## src/pkg/ptc_pkg.sv

```systemverilog
package ptc_pkg;
   // Byte registers, one per aligned APB word
   localparam logic [7:0] ADDR_CTRL0   = 8'h00;
   localparam logic [7:0] ADDR_CTRL1   = 8'h04;
   localparam logic [7:0] ADDR_CTRL2   = 8'h08;
   localparam logic [7:0] ADDR_CNT_LO  = 8'h0C;
   localparam logic [7:0] ADDR_CNT_HI  = 8'h10;
   localparam logic [7:0] ADDR_CMPA_LO = 8'h14;
   localparam logic [7:0] ADDR_CMPA_HI = 8'h18;
   localparam logic [7:0] ADDR_CMPB_LO = 8'h1C;
   localparam logic [7:0] ADDR_CMPB_HI = 8'h20;
   localparam logic [7:0] ADDR_PER_LO  = 8'h24;
   localparam logic [7:0] ADDR_PER_HI  = 8'h28;
   localparam logic [7:0] ADDR_IRQ_ST  = 8'h2C;
   localparam logic [7:0] ADDR_IRQ_MSK = 8'h30;
   // Control 0 fields
   localparam int PAUSE_BIT  = 7;
   localparam int CKSEL_HI   = 6;
   localparam int CKSEL_LO   = 4;
   localparam int RUN_BIT    = 3;
   localparam logic [7:0] CTRL0_MASK = 8'hF8;
   // Control 1 fields
   localparam int MODE_HI    = 7;
   localparam int MODE_LO    = 6;
   localparam int PINF_HI    = 5;
   localparam int PINF_LO    = 4;
   localparam int OCTL_BIT   = 3;
   localparam int POL_BIT    = 2;
   localparam int CLRSEL_BIT = 0;
   localparam logic [7:0] CTRL2_MASK = 8'h07;
   // Interrupt status bits
   localparam int IRQ_A   = 0;
   localparam int IRQ_P   = 1;
   localparam int IRQ_OVF = 2;
   localparam int IRQ_W   = 3;
   localparam logic [7:0] RESET_BYTE = 8'h00;
   typedef enum logic [2:0] {
      CK_SYS2 = 3'b000, CK_SYS = 3'b001, CK_H16 = 3'b010,
      CK_H64 = 3'b011, CK_SUB0 = 3'b100, CK_SUB1 = 3'b101,
      CK_PINR = 3'b110, CK_PINF = 3'b111
   } ptc_clk_t;
   typedef enum logic [1:0] {
      MODE_CMP = 2'b00, MODE_CAP = 2'b01, MODE_PWM = 2'b10,
      MODE_TMR = 2'b11
   } ptc_mode_t;
   localparam int HDIV16 = 16;
   localparam int HDIV64 = 64;
endpackage : ptc_pkg

```

## src/design/ptc_core.sv

```systemverilog
// Local design decisions: the placing of the registers and the APB slave port.
`timescale 1ns/100ps
`default_nettype none
// Overview of operation
// - The counter counts up, 16 or 10 bits wide, on each selected tick.
// - Comparators A and P match when the counter equals their values.
// - Software cannot load the counter; only a run enable rise zeroes it.
// - Overflow or the selected match clears the counter and flags an irq.
// - Counter reads as a byte pair; compare A and period are r/w pairs.
// - Only the first wide instance has compare B and a third control reg.
// - Pause bit set holds the count; clearing it resumes from there.
// - Clock select picks sys/2, sys, high/16, high/64, sub or pin edges.
// - Run enable lets it count, holds on 0, and zeroes on a 0-to-1 change.
// - A run enable rise in output modes sets the pin to its initial level.
// - Control 0 bits 2 to 0 ignore writes and read zero.
// - Narrow instances keep only bits 9 and 8 in their high bytes.
// - Low bytes move through a buffer only on the high byte access.
// - Two mode bits pick compare output, capture, PWM or timer mode.
// - Clear source 1 uses match A, else match P, or overflow if P is zero.
module ptc_core #(
   parameter int  CNT_W    = 16,
   parameter bit  HAS_CMPB = 1'b1
) (
   input  wire logic        mclk_in,
   input  wire logic        reset_n_in,
   input  wire logic        psel_in,
   input  wire logic        penable_in,
   input  wire logic        pwrite_in,
   input  wire logic [7:0]  paddr_in,
   input  wire logic [31:0] pwdata_in,
   output logic      [31:0] prdata_out,
   output logic             pready_out,
   output logic             pslverr_out,
   input  wire logic        fh_tick_in,
   input  wire logic        fsub_tick_in,
   input  wire logic        ext_clock_pin_in,
   output logic             timer_out,
   output logic             irq_out
);
   import ptc_pkg::*;

   function automatic logic [7:0] hi_byte(input logic [CNT_W-1:0] v);
      logic [15:0] w;
      w = 16'h0000;
      w[CNT_W-1:0] = v;
      return w[15:8];
   endfunction : hi_byte

   ////////////////////////////////////////////////////////////////////////
   logic rst_m_q, rst_n_q;
   always_ff @(posedge mclk_in or negedge reset_n_in) begin
      if (!reset_n_in) begin
         rst_m_q <= 1'b0;
         rst_n_q <= 1'b0;
      end else begin
         rst_m_q <= 1'b1;
         rst_n_q <= rst_m_q;
      end
   end

   ////////////////////////////////////////////////////////////////////////
   logic [7:0]       ctrl0_q, ctrl1_q, ctrl2_q, buf_q, st_q, msk_q;
   logic [CNT_W-1:0] cnt_q, cmpa_q, cmpb_q, per_q;
   logic             acc, wr, rd;
   logic [7:0]       wb;
   assign acc = psel_in && penable_in;
   assign wr  = acc && pwrite_in;
   // Read strobe at setup, same edge as read data, so pairs stay coherent
   assign rd  = psel_in && !penable_in && !pwrite_in;
   assign wb  = pwdata_in[7:0];

   logic run, run_rise, pause;
   ptc_mode_t mode;
   ptc_clk_t  cksel;
   assign run   = ctrl0_q[RUN_BIT];
   assign pause = ctrl0_q[PAUSE_BIT];
   assign mode  = ptc_mode_t'(ctrl1_q[MODE_HI:MODE_LO]);
   assign cksel = ptc_clk_t'(ctrl0_q[CKSEL_HI:CKSEL_LO]);
   // Rise detected on the write itself
   assign run_rise = wr && (paddr_in == ADDR_CTRL0) && wb[RUN_BIT] && !run;

   ////////////////////////////////////////////////////////////////////////
   // All zero at reset
   // Control 0 low bits never stored
   always_ff @(posedge mclk_in or negedge rst_n_q) begin
      if (!rst_n_q) begin
         ctrl0_q <= RESET_BYTE;
         ctrl1_q <= RESET_BYTE;
         ctrl2_q <= RESET_BYTE;
      end else if (wr) begin
         case (paddr_in)
            ADDR_CTRL0: ctrl0_q <= wb & CTRL0_MASK;
            ADDR_CTRL1: ctrl1_q <= wb;
            ADDR_CTRL2: ctrl2_q <= HAS_CMPB ? (wb & CTRL2_MASK) : RESET_BYTE;
            default: ;
         endcase
      end
   end

   always_ff @(posedge mclk_in or negedge rst_n_q) begin
      if (!rst_n_q) begin
         buf_q <= RESET_BYTE;
      end else if (wr) begin
         case (paddr_in)
            ADDR_CMPA_LO, ADDR_PER_LO: buf_q <= wb;
            ADDR_CMPB_LO: if (HAS_CMPB) buf_q <= wb;
            default: ;
         endcase
      end else if (rd) begin
         case (paddr_in)
            ADDR_CNT_HI:  buf_q <= cnt_q[7:0];
            ADDR_CMPA_HI: buf_q <= cmpa_q[7:0];
            ADDR_CMPB_HI: if (HAS_CMPB) buf_q <= cmpb_q[7:0];
            ADDR_PER_HI:  buf_q <= per_q[7:0];
            default: ;
         endcase
      end
   end

   // Value pairs load whole on the high byte write
   // High byte truncated to the counter width
   always_ff @(posedge mclk_in or negedge rst_n_q) begin
      if (!rst_n_q) begin
         cmpa_q <= '0;
         cmpb_q <= '0;
         per_q  <= '0;
      end else if (wr) begin
         case (paddr_in)
            ADDR_CMPA_HI: cmpa_q <= CNT_W'({wb, buf_q});
            ADDR_CMPB_HI: if (HAS_CMPB) cmpb_q <= CNT_W'({wb, buf_q});
            ADDR_PER_HI:  per_q  <= CNT_W'({wb, buf_q});
            default: ;
         endcase
      end
   end

   ////////////////////////////////////////////////////////////////////////
   // Pin through three flops; an edge counts once stages 2 and 3 agree
   logic [2:0] pin_q;
   logic       pin_lvl_q;
   always_ff @(posedge mclk_in or negedge rst_n_q) begin
      if (!rst_n_q) begin
         pin_q     <= 3'b000;
         pin_lvl_q <= 1'b0;
      end else begin
         pin_q <= {pin_q[1:0], ext_clock_pin_in};
         if (pin_q[2] == pin_q[1]) pin_lvl_q <= pin_q[2];
      end
   end
   logic pin_agree;
   assign pin_agree = (pin_q[2] == pin_q[1]);

   // Prescalers for the system and high clock ratios
   logic       sys_half_q;
   logic [5:0] hdiv_q;
   always_ff @(posedge mclk_in or negedge rst_n_q) begin
      if (!rst_n_q) begin
         sys_half_q <= 1'b0;
         hdiv_q     <= 6'h00;
      end else begin
         sys_half_q <= ~sys_half_q;
         if (fh_tick_in) hdiv_q <= hdiv_q + 6'h01;
      end
   end

   logic tick;
   always_comb begin
      case (cksel)
         CK_SYS2: tick = sys_half_q;
         CK_SYS:  tick = 1'b1;
         CK_H16:  tick = fh_tick_in && (hdiv_q[3:0] == 4'(HDIV16 - 1));
         CK_H64:  tick = fh_tick_in && (hdiv_q == 6'(HDIV64 - 1));
         CK_SUB0, CK_SUB1: tick = fsub_tick_in;
         CK_PINR: tick = pin_agree && pin_q[2] && !pin_lvl_q;
         CK_PINF: tick = pin_agree && !pin_q[2] && pin_lvl_q;
         default: tick = 1'b0;
      endcase
   end

   ////////////////////////////////////////////////////////////////////////
   // Comparators over all bits
   logic match_a, match_p, ovf, clr, adv;
   assign match_a = (cnt_q == cmpa_q);
   assign match_p = (cnt_q == per_q);
   assign adv = run && !pause && tick;
   assign ovf = adv && (cnt_q == {CNT_W{1'b1}});
   always_comb begin
      if (ctrl1_q[CLRSEL_BIT]) clr = adv && match_a;
      else if (per_q == '0)    clr = ovf;
      else                     clr = adv && match_p;
   end

   // Only the run rise zeroes it from software
   always_ff @(posedge mclk_in or negedge rst_n_q) begin
      if (!rst_n_q) begin
         cnt_q <= '0;
      end else if (run_rise || clr) begin
         cnt_q <= '0;
      end else if (adv) begin
         cnt_q <= cnt_q + CNT_W'(1);
      end
   end

   ////////////////////////////////////////////////////////////////////////
   // Output behaviour per mode
   // Run rise restores the initial level in compare and PWM modes
   logic out_q, pwm_act;
   assign pwm_act = (cnt_q < cmpa_q);
   always_ff @(posedge mclk_in or negedge rst_n_q) begin
      if (!rst_n_q) begin
         out_q <= 1'b0;
      end else if (run_rise && mode != MODE_CAP && mode != MODE_TMR) begin
         out_q <= ctrl1_q[OCTL_BIT];
      end else if (adv) begin
         case (mode)
            MODE_CMP: if (match_a) begin
               case (ctrl1_q[PINF_HI:PINF_LO])
                  2'b01: out_q <= 1'b0;
                  2'b10: out_q <= 1'b1;
                  2'b11: out_q <= ~out_q;
                  default: ;
               endcase
            end
            MODE_PWM: begin
               case (ctrl1_q[PINF_HI:PINF_LO])
                  2'b00: out_q <= ~ctrl1_q[OCTL_BIT];
                  2'b01: out_q <= ctrl1_q[OCTL_BIT];
                  default: out_q <= pwm_act ~^ ctrl1_q[OCTL_BIT];
               endcase
            end
            default: ;
         endcase
      end
   end
   always_ff @(posedge mclk_in or negedge rst_n_q) begin
      if (!rst_n_q) timer_out <= 1'b0;
      else          timer_out <= out_q ^ ctrl1_q[POL_BIT];
   end

   ////////////////////////////////////////////////////////////////////////
   // Sticky events, set beats write-one-clear
   logic [7:0] ev;
   always_comb begin
      ev = 8'h00;
      ev[IRQ_A]   = adv && match_a;
      ev[IRQ_P]   = adv && match_p;
      ev[IRQ_OVF] = ovf;
      ev[IRQ_W]   = clr;
   end
   always_ff @(posedge mclk_in or negedge rst_n_q) begin
      if (!rst_n_q) begin
         st_q  <= RESET_BYTE;
         msk_q <= RESET_BYTE;
         irq_out <= 1'b0;
      end else begin
         if (wr && paddr_in == ADDR_IRQ_ST) st_q <= (st_q & ~wb) | ev;
         else st_q <= st_q | ev;
         if (wr && paddr_in == ADDR_IRQ_MSK) msk_q <= wb;
         irq_out <= |(st_q & msk_q);
      end
   end

   ////////////////////////////////////////////////////////////////////////
   // APB: zero wait states, error on unmapped address
   logic       mapped;
   logic [7:0] rbyte;
   always_comb begin
      mapped = 1'b1;
      rbyte  = 8'h00;
      case (paddr_in)
         ADDR_CTRL0:   rbyte = ctrl0_q;
         ADDR_CTRL1:   rbyte = ctrl1_q;
         // Third control and pair B absent on small instances
         ADDR_CTRL2: begin
            rbyte  = ctrl2_q;
            mapped = HAS_CMPB;
         end
         ADDR_CNT_LO, ADDR_CMPA_LO, ADDR_PER_LO: rbyte = buf_q;
         ADDR_CMPB_LO: begin
            rbyte  = buf_q;
            mapped = HAS_CMPB;
         end
         ADDR_CNT_HI:  rbyte = hi_byte(cnt_q);
         ADDR_CMPA_HI: rbyte = hi_byte(cmpa_q);
         ADDR_CMPB_HI: begin
            rbyte  = hi_byte(cmpb_q);
            mapped = HAS_CMPB;
         end
         ADDR_PER_HI:  rbyte = hi_byte(per_q);
         ADDR_IRQ_ST:  rbyte = st_q;
         ADDR_IRQ_MSK: rbyte = msk_q;
         default:      mapped = 1'b0;
      endcase
   end
   always_ff @(posedge mclk_in or negedge rst_n_q) begin
      if (!rst_n_q) begin
         prdata_out  <= 32'h0000_0000;
         pready_out  <= 1'b0;
         pslverr_out <= 1'b0;
      end else begin
         pready_out  <= psel_in && !penable_in;
         pslverr_out <= psel_in && !penable_in && !mapped;
         if (psel_in && !penable_in && !pwrite_in)
            prdata_out <= {24'h00_0000, rbyte};
      end
   end
endmodule : ptc_core
`default_nettype wire

```

## config.mk

```make
export PLATFORM = sky130hd
export DESIGN_NAME = ptc_core
export DESIGN_NICKNAME = d
export VERILOG_FILES = /design/src/pkg/ptc_pkg.sv /design/src/design/ptc_core.sv
export SDC_FILE = /design/constraint.sdc
export NUM_CORES = 1
export LEC_CHECK = 0
export ABC_AREA = 1
export BUFFER_PORTS_ARGS = -buffer_cell sky130_fd_sc_hd__buf_2
export CAP_MARGIN = 20
export CORE_MARGIN = 2
export CORE_UTILIZATION = 54
export DETAILED_ROUTE_END_ITERATION = 12
export PLACE_DENSITY_LB_ADDON = 0.12
export SYNTH_ARGS = -nofsm -noshare
export SYNTH_HDL_FRONTEND = slang
export SYNTH_SLANG_ARGS = --single-unit
```

## constraint.sdc

```tcl
create_clock -name mclk_in -period 5.5 [get_ports mclk_in]
set_clock_uncertainty 0.2 [all_clocks]
set_input_delay 0.275 -clock mclk_in [delete_from_list [all_inputs] [get_ports mclk_in]]
set_output_delay 0.275 -clock mclk_in [all_outputs]
set_load 0.02 [all_outputs]
```

==> results of run 1 <==
==> worst max-delay path, stage by stage <==
cell and delay (ns):
dlygate4sd3_1 0.53, buf_2 0.11, inv_1 0.06, nor3_4 0.67, nand2_1 0.86, o21ai_0 0.47
==> cells by family after synthesis <==
family                     Yosys count
adders and majority gates           20
AOI/OAI and AO/OA                  167
other                                2
DFF                                130
xor gates and xnor gates            31
muxes                                2
buffers and inverters              156
and+or+nand+nor                    384
==> sequential cells by signal (all words and copies together), names as in the netlist, 3 cells and up <==
signal,count
st_q,8
cmpa_q,16
pin_q,3
prdata_out,8
ctrl1_q,8
buf_q,8
ctrl0_q,5
cmpb_q,16
cnt_q,16
ctrl2_q,3
msk_q,8
per_q,16
hdiv_q,6
==> layout make-up <==
cell class              count  area [um^2]
clock inverters             8          146
fillers                  1067         4660
flip-flops and latches    130         3260
inverters                 107          402
repair buffers             50          345
well taps                 172          215
clock buffers              24          502
multi-input cells         629         3240
==> path summary, 6_finish.rpt <==
check / startpoint / to / slack [ns] / cells after the start
max: penable_in / cmpa_q[8]$_DFFE_PN0P_ / 2.61 / 6
min: pwdata_in[2] / buf_q[2]$_DFFE_PN0P_ / 0.007 / 3
max reg2reg: cnt_q[11]$_DFFE_PN0P_ / cnt_q[0]$_DFFE_PN0P_ / 2.73 / 8
min reg2reg: rst_m_q$_DFF_PN0_ / rst_n_q$_DFF_PN0_ / 0.15 / 0
max in group asynchronous: rst_n_q$_DFF_PN0_ / cmpa_q[6]$_DFFE_PN0P_ / 3.50 / 1
min in group asynchronous: rst_n_q$_DFF_PN0_ / irq_out$_DFF_PN0_ / 0.18 / 0
==> metrics by stage <==
stage          std cells  setup slack [ns]  area (um^2)  hold WS, ns
2_1_floorplan        915              1.41         7210       -0.221
3_3_place_gp        1074              2.64         7300       -0.140
3_5_place_dp        1074              2.51         7300       -0.138
4_1_cts             1118              2.60         8070      0.00675
5_1_grt             1120              2.49         8110      0.00825
6_report            1120              2.61         8110      0.00701
==> repair_timing <==
item / CTS / global route
hold endpoints to repair: 13 / 0
setup buffers: 0 / 0
hold buffers: 12 / 0
==> cells in the final DEF, fill, tap and decap left out, types with 3 or more instances in the layout <==
cell type and count:
a211oi_1 3, a21oi_1 22, a221oi_1 4, a22oi_1 5
a31oi_1 3, buf_2 35, bufinv_16 4, clkbuf_16 17
clkbuf_8 5, conb_1 25, dfrtp_1 129, dlygate4sd3_1 12
ha_1 20, inv_1 100, inv_2 7, nand2_1 238
nand2_2 7, nand3_1 30, nand3_2 3, nand4_1 17
nor2_1 61, nor2_2 10, nor3_1 9, o2111ai_1 3
o211ai_1 8, o21ai_0 99, o21ai_1 4, o22ai_1 9
xnor2_1 13, xor2_1 18
==> per-layer routing <==
metal  vias to the layer above  part of all wire, %  routed length, um
met4                         0                  2.5                494
met1                      3033                   43               8480
li1                       2935                    -                  -
met2                       283                   47               9290
met5                         -                    0                  0
met3                        42                  7.6               1510
==> where the power goes <==
part           leakage [uW]  internal (uW)  total, uW  switching (uW)
clock network      0.000317            819       1230             413
registers           0.00173           1020       1100            72.4
logic               0.00191            116        351             235
total               0.00396           1960       2680             720
==> flow_metrics.env, run 1 <==
export IMPL_outcome="completed"
export IMPL_ant_nets=0
export IMPL_slew_headroom_pct=29.9
export IMPL_power_uw=2680
export IMPL_dieArea_mm2=0.0141
export IMPL_grt_overflow=0
export IMPL_viasPerCell=5.62
export IMPL_synthTopCellsByCount="nand2_1 (238), dfrtp_1 (130), inv_1 (100)"
export IMPL_synth_most_common_cell="nand2_1"
export IMPL_slew_violations=0
export IMPL_start_util_pct=55.8
export IMPL_diodes=0
export IMPL_synth_compound_area_share_pct=13.4
export IMPL_drtPass1Iterations=5
export IMPL_crit_path_max_fanout=32
export IMPL_yosys_area_share_simple_pct=23.2
export IMPL_finalHoldViolations=0
export IMPL_postLayoutCoreUtil_pct=63.5
export IMPL_syn_to_final_growth_pct=13.9
export IMPL_setup_viol=0
export IMPL_grt_use_met3_pct=7.81
export IMPL_synth_cell_types=43
export IMPL_coreArea_mm2=0.0128
export IMPL_endpoint_kind="register"
export IMPL_synthArstFlopShare_pct=100
export IMPL_place_congestion=0.905
export IMPL_layout_drive_gt1_share_pct=11.3
export IMPL_antenna_found_initial=0
export IMPL_ios=84
export IMPL_cts_resized=0
export IMPL_gr_usage_met1_pct=39.7
export IMPL_layout_nets=1003
export IMPL_insertion_delay_ns=0.42
export IMPL_powerDensity_mw_per_mm2=330
export IMPL_io_buffers=35
export IMPL_row_count=41
export IMPL_clkSinkCount=130
export IMPL_ys_top_cells_by_area="dfrtp_1 (46%), nand2_1 (13%), o21ai_0 (7.0%)"
export IMPL_synth_top_area_share_pct=45.7
export IMPL_synth_fa_ha_area_share_pct=3.51
export IMPL_synth_area_leader_cell="dfrtp_1"
export IMPL_wire_per_inst_um=17.7
export IMPL_vias=6293
export IMPL_synth_warnings=0
export IMPL_grt_max_degree=75
export IMPL_cts_tree="yes"
export IMPL_synth_xor_area_share_pct=3.81
export IMPL_grt_use_met2_pct=45.7
export IMPL_required_ns=5.60
export IMPL_setup_tns_ns=0
export IMPL_rsz0062_at_grt="no"
export IMPL_min_period_over_period_pct=52.5
export IMPL_hpwl_um=14000
export IMPL_cts_buffers=17
export IMPL_synth_top_family_by_area="simple AND/OR/NAND/NOR gates"
export IMPL_yosysSeqAreaShare_pct=45.7
export IMPL_drtIter0Drc=687
export IMPL_cap_violations=0
export IMPL_arrival_ns=2.99
export IMPL_busiest_layer="met2"
export IMPL_critPathLaunchType="input pin"
export IMPL_hold_class="in2reg"
export IMPL_fmax_mhz=346
export IMPL_synth_seq_cells=130
export IMPL_syn_cell_area_mm2=0.00712
export IMPL_peakVddDrop_uv=220
export IMPL_grt_pass1_vias=6115
export IMPL_criticalPathCategory="in2reg"
export IMPL_worstMarginPinSlew_ns=1.05
export IMPL_die_h_um=119
export IMPL_drcViolationCount=0
export IMPL_synth_ff_type="dfrtp_1"
export IMPL_syn_inst=892
export IMPL_synth_edff_count=0
export IMPL_cts_reportedPaths_clkPinSlew_ns=0.06
export IMPL_syn_area_per_cell_um2=7.99
export IMPL_die_w_um=119
export IMPL_h_tree_depth=4
export IMPL_p_leak_uw=0.00396
export IMPL_clockRootBuffer="clkbuf_16"
export IMPL_fin_crit_ns=2.89
export IMPL_finalWirelength_um=19800
export IMPL_grt_pass1_wl_um=32000
export IMPL_synthMuxAreaShare_pct=0.316
export IMPL_grt_use_total_pct=29.4
export IMPL_cts_buffer_depth=2
(Power assumes the default switching activity.)
==> inputs of run 2 (changes only) <==
CORE_UTILIZATION = 53   (was 54)
clock period = 2.6 ns   (was 5.5 ns; I/O delays follow)
==> run 2 against run 1 <==
Worst hold slack improved by 0.078 ns. Critical endpoint is now cnt_q[9]$_DFFE_PN0P_. Global-route usage fell by 0.65 points. Power rose by 110%. Via count rose by 0.13%. Core utilization fell by 0.92 points. Critical path depth rose by 6. Critical path type is now reg2reg.
==> flow_metrics.env, run 2 (same netlist as run 1, synthesis figures left out) <==
export IMPL_layout_drive_gt1_share_pct=13.1
export IMPL_post_cts_buffers=0
export IMPL_slew_violations=0
export IMPL_layout_nets=1025
export IMPL_crit_path_frequent_cell="nand2_1"
export IMPL_clockRootBuffer="clkbuf_16"
export IMPL_cp_cell_sequence="ha_1, nand2_1, nor2_2, nand2_1, nand2_1, nand2_2, a21oi_4, nand4_2, nand2_1, nand3_1, nand3_2, nor2_1"
export IMPL_final_cell_mix="nand2_1 (238), dfrtp_1 (129), inv_1 (100), o21ai_0 (99), nor2_1 (61)"
export IMPL_diodes=0
export IMPL_grt_use_total_pct=28.7
export IMPL_critical_path_top_delay_family="simple AND/OR/NAND/NOR gates"
export IMPL_design_area_mm2=0.00825
export IMPL_grt_overflow=0
export IMPL_grt_max_degree=49
export IMPL_start_util_pct=54.0
export IMPL_wire_per_inst_um=17.1
export IMPL_dp_slack_ns=0.316
export IMPL_setup_viol=0
export IMPL_worstMarginPinSlew_ns=0.515
export IMPL_fillers=1153
export IMPL_p_leak_uw=0.00405
export IMPL_criticalPathCategory="reg2reg"
export IMPL_drtPass1Iterations=5
export IMPL_endpoint_kind="register"
export IMPL_grt_pass1_wl_um=31500
export IMPL_worst_hold_slack_ns=0.0852
export IMPL_io_buffers=35
export IMPL_cts_hold_buf=15
export IMPL_h_tree_depth=4
export IMPL_cts_buffer_depth=2
export IMPL_hpwl_um=14700
export IMPL_crit_slowest_cell="dfrtp_1"
export IMPL_vias=6301
export IMPL_powerDensity_mw_per_mm2=681
export IMPL_clkSinkCount=130
export IMPL_required_ns=2.70
export IMPL_place_congestion=1.01
export IMPL_critPathLaunchType="register"
export IMPL_cts_buffers=17
export IMPL_crit_path_max_fanout=13
export IMPL_drtIter0Drc=574
export IMPL_fmax_mhz=437
export IMPL_r2r_slack_ns=0.31
export IMPL_ant_nets=0
export IMPL_coreArea_mm2=0.0132
export IMPL_row_count=42
export IMPL_slowest_delay_ns=0.40
export IMPL_ios=84
export IMPL_viasPerCell=5.50
export IMPL_insertion_delay_ns=0.42
export IMPL_setup_tns_ns=0
export IMPL_fin_crit_ns=2.29
export IMPL_cts_reportedPaths_clkPinSlew_ns=0.06
export IMPL_fin_ws_ns=0.312
export IMPL_final_common_cell="nand2_1"
export IMPL_rsz0062_at_grt="no"
export IMPL_syn_to_final_growth_pct=15.9
export IMPL_die_w_um=120
export IMPL_post_dp_cell_area_mm2=0.00747
export IMPL_finalWirelength_um=19600
export IMPL_cap_violations=0
export IMPL_cts_tree="yes"
export IMPL_die_h_um=120
export IMPL_critPathBufInv=0
export IMPL_arrival_ns=2.39
export IMPL_grt_pass1_vias=6057
export IMPL_outcome="completed"
export IMPL_finalHoldViolations=0
export IMPL_antenna_found_initial=0
export IMPL_postLayoutCoreUtil_pct=62.6
export IMPL_cts_resized=0
export IMPL_peakVddDrop_uv=455
export IMPL_min_period_over_period_pct=88.0
export IMPL_dieArea_mm2=0.0144
export IMPL_slew_headroom_pct=65.6
export IMPL_hold_class="in2reg"
export IMPL_drcViolationCount=0
## run 2: cell types whose count changed in the layout (fill, tap and decap cells not counted)
cell / before / now
buf_8: 1 / 0
buf_16: 1 / 0
clkinv_2: 2 / 3
dlygate4sd3_1: 12 / 15
buf_12: 0 / 1
clkbuf_8: 5 / 1
clkinv_4: 0 / 4
buf_4: 1 / 21
clkbuf_1: 2 / 1
inv_6: 1 / 0
clkinvlp_4: 1 / 2
## run 2: layout make-up
type / count / area, um^2 / share of cell area (%)
clock buffer: 19 / 443 / 5.37
inverter: 107 / 402 / 4.87
clock inverter: 13 / 185 / 2.24
timing repair buffer: 72 / 503 / 6.09
sequential: 130 / 3260 / 39.5
tap: 176 / 220 / 2.67
multi-input combinational: 629 / 3240 / 39.3
## run 2: routing by layer
| layer | up-vias | GRT usage (%) | routed length, um | part of all wire (%) |
|---|---|---|---|---|
| li1 | 2985 | - | - | - |
| met1 | 2980 | 39.3 | 8490 | 43 |
| met2 | 285 | 43.6 | 8800 | 45 |
| met3 | 51 | 7.46 | 1690 | 8.6 |
| met4 | 0 | 11.8 | 617 | 3.1 |
| met5 | - | 0 | 0 | 0 |
## run 2: through the flow
| step | total power, uW | std cells |
|---|---|---|
| after detailed placement | 3080 | 1099 |
| after floorplan | 2840 | 915 |
| after global placement | 3050 | 1099 |
| final | 5620 | 1146 |
| after global routing | 5860 | 1146 |
| after CTS | 5630 | 1146 |
## run 2: worst paths after layout
path                                    endpoint             startpoint  cells after the start
max                         cnt_q[9]$_DFFE_PN0P_  hdiv_q[0]$_DFFE_PN0P_                     12
min                        pslverr_out$_DFF_PN0_            paddr_in[5]                      6
max reg2reg                 cnt_q[9]$_DFFE_PN0P_  hdiv_q[0]$_DFFE_PN0P_                     12
min reg2reg                    irq_out$_DFF_PN0_      rst_n_q$_DFF_PN0_                      0
max in group asynchronous  cmpa_q[4]$_DFFE_PN0P_      rst_n_q$_DFF_PN0_                      1
min in group asynchronous      irq_out$_DFF_PN0_      rst_n_q$_DFF_PN0_                      0
## run 2: worst reg2reg max path, stage by stage, from the launching register on
cell     delay (ns)
dfrtp_1        0.40
ha_1           0.17
nand2_1        0.08
nor2_2         0.13
nand2_1        0.07
nand2_1        0.07
nand2_2        0.07
a21oi_4        0.24
nand4_2        0.20
nand2_1        0.12
nand3_1        0.08
nand3_2        0.23
nor2_1         0.09
## run 2: power breakdown
part / switching (uW) / internal (uW)
logic: 509 / 279
registers: 134 / 2170
clock network: 909 / 1630
total: 1550 / 4070
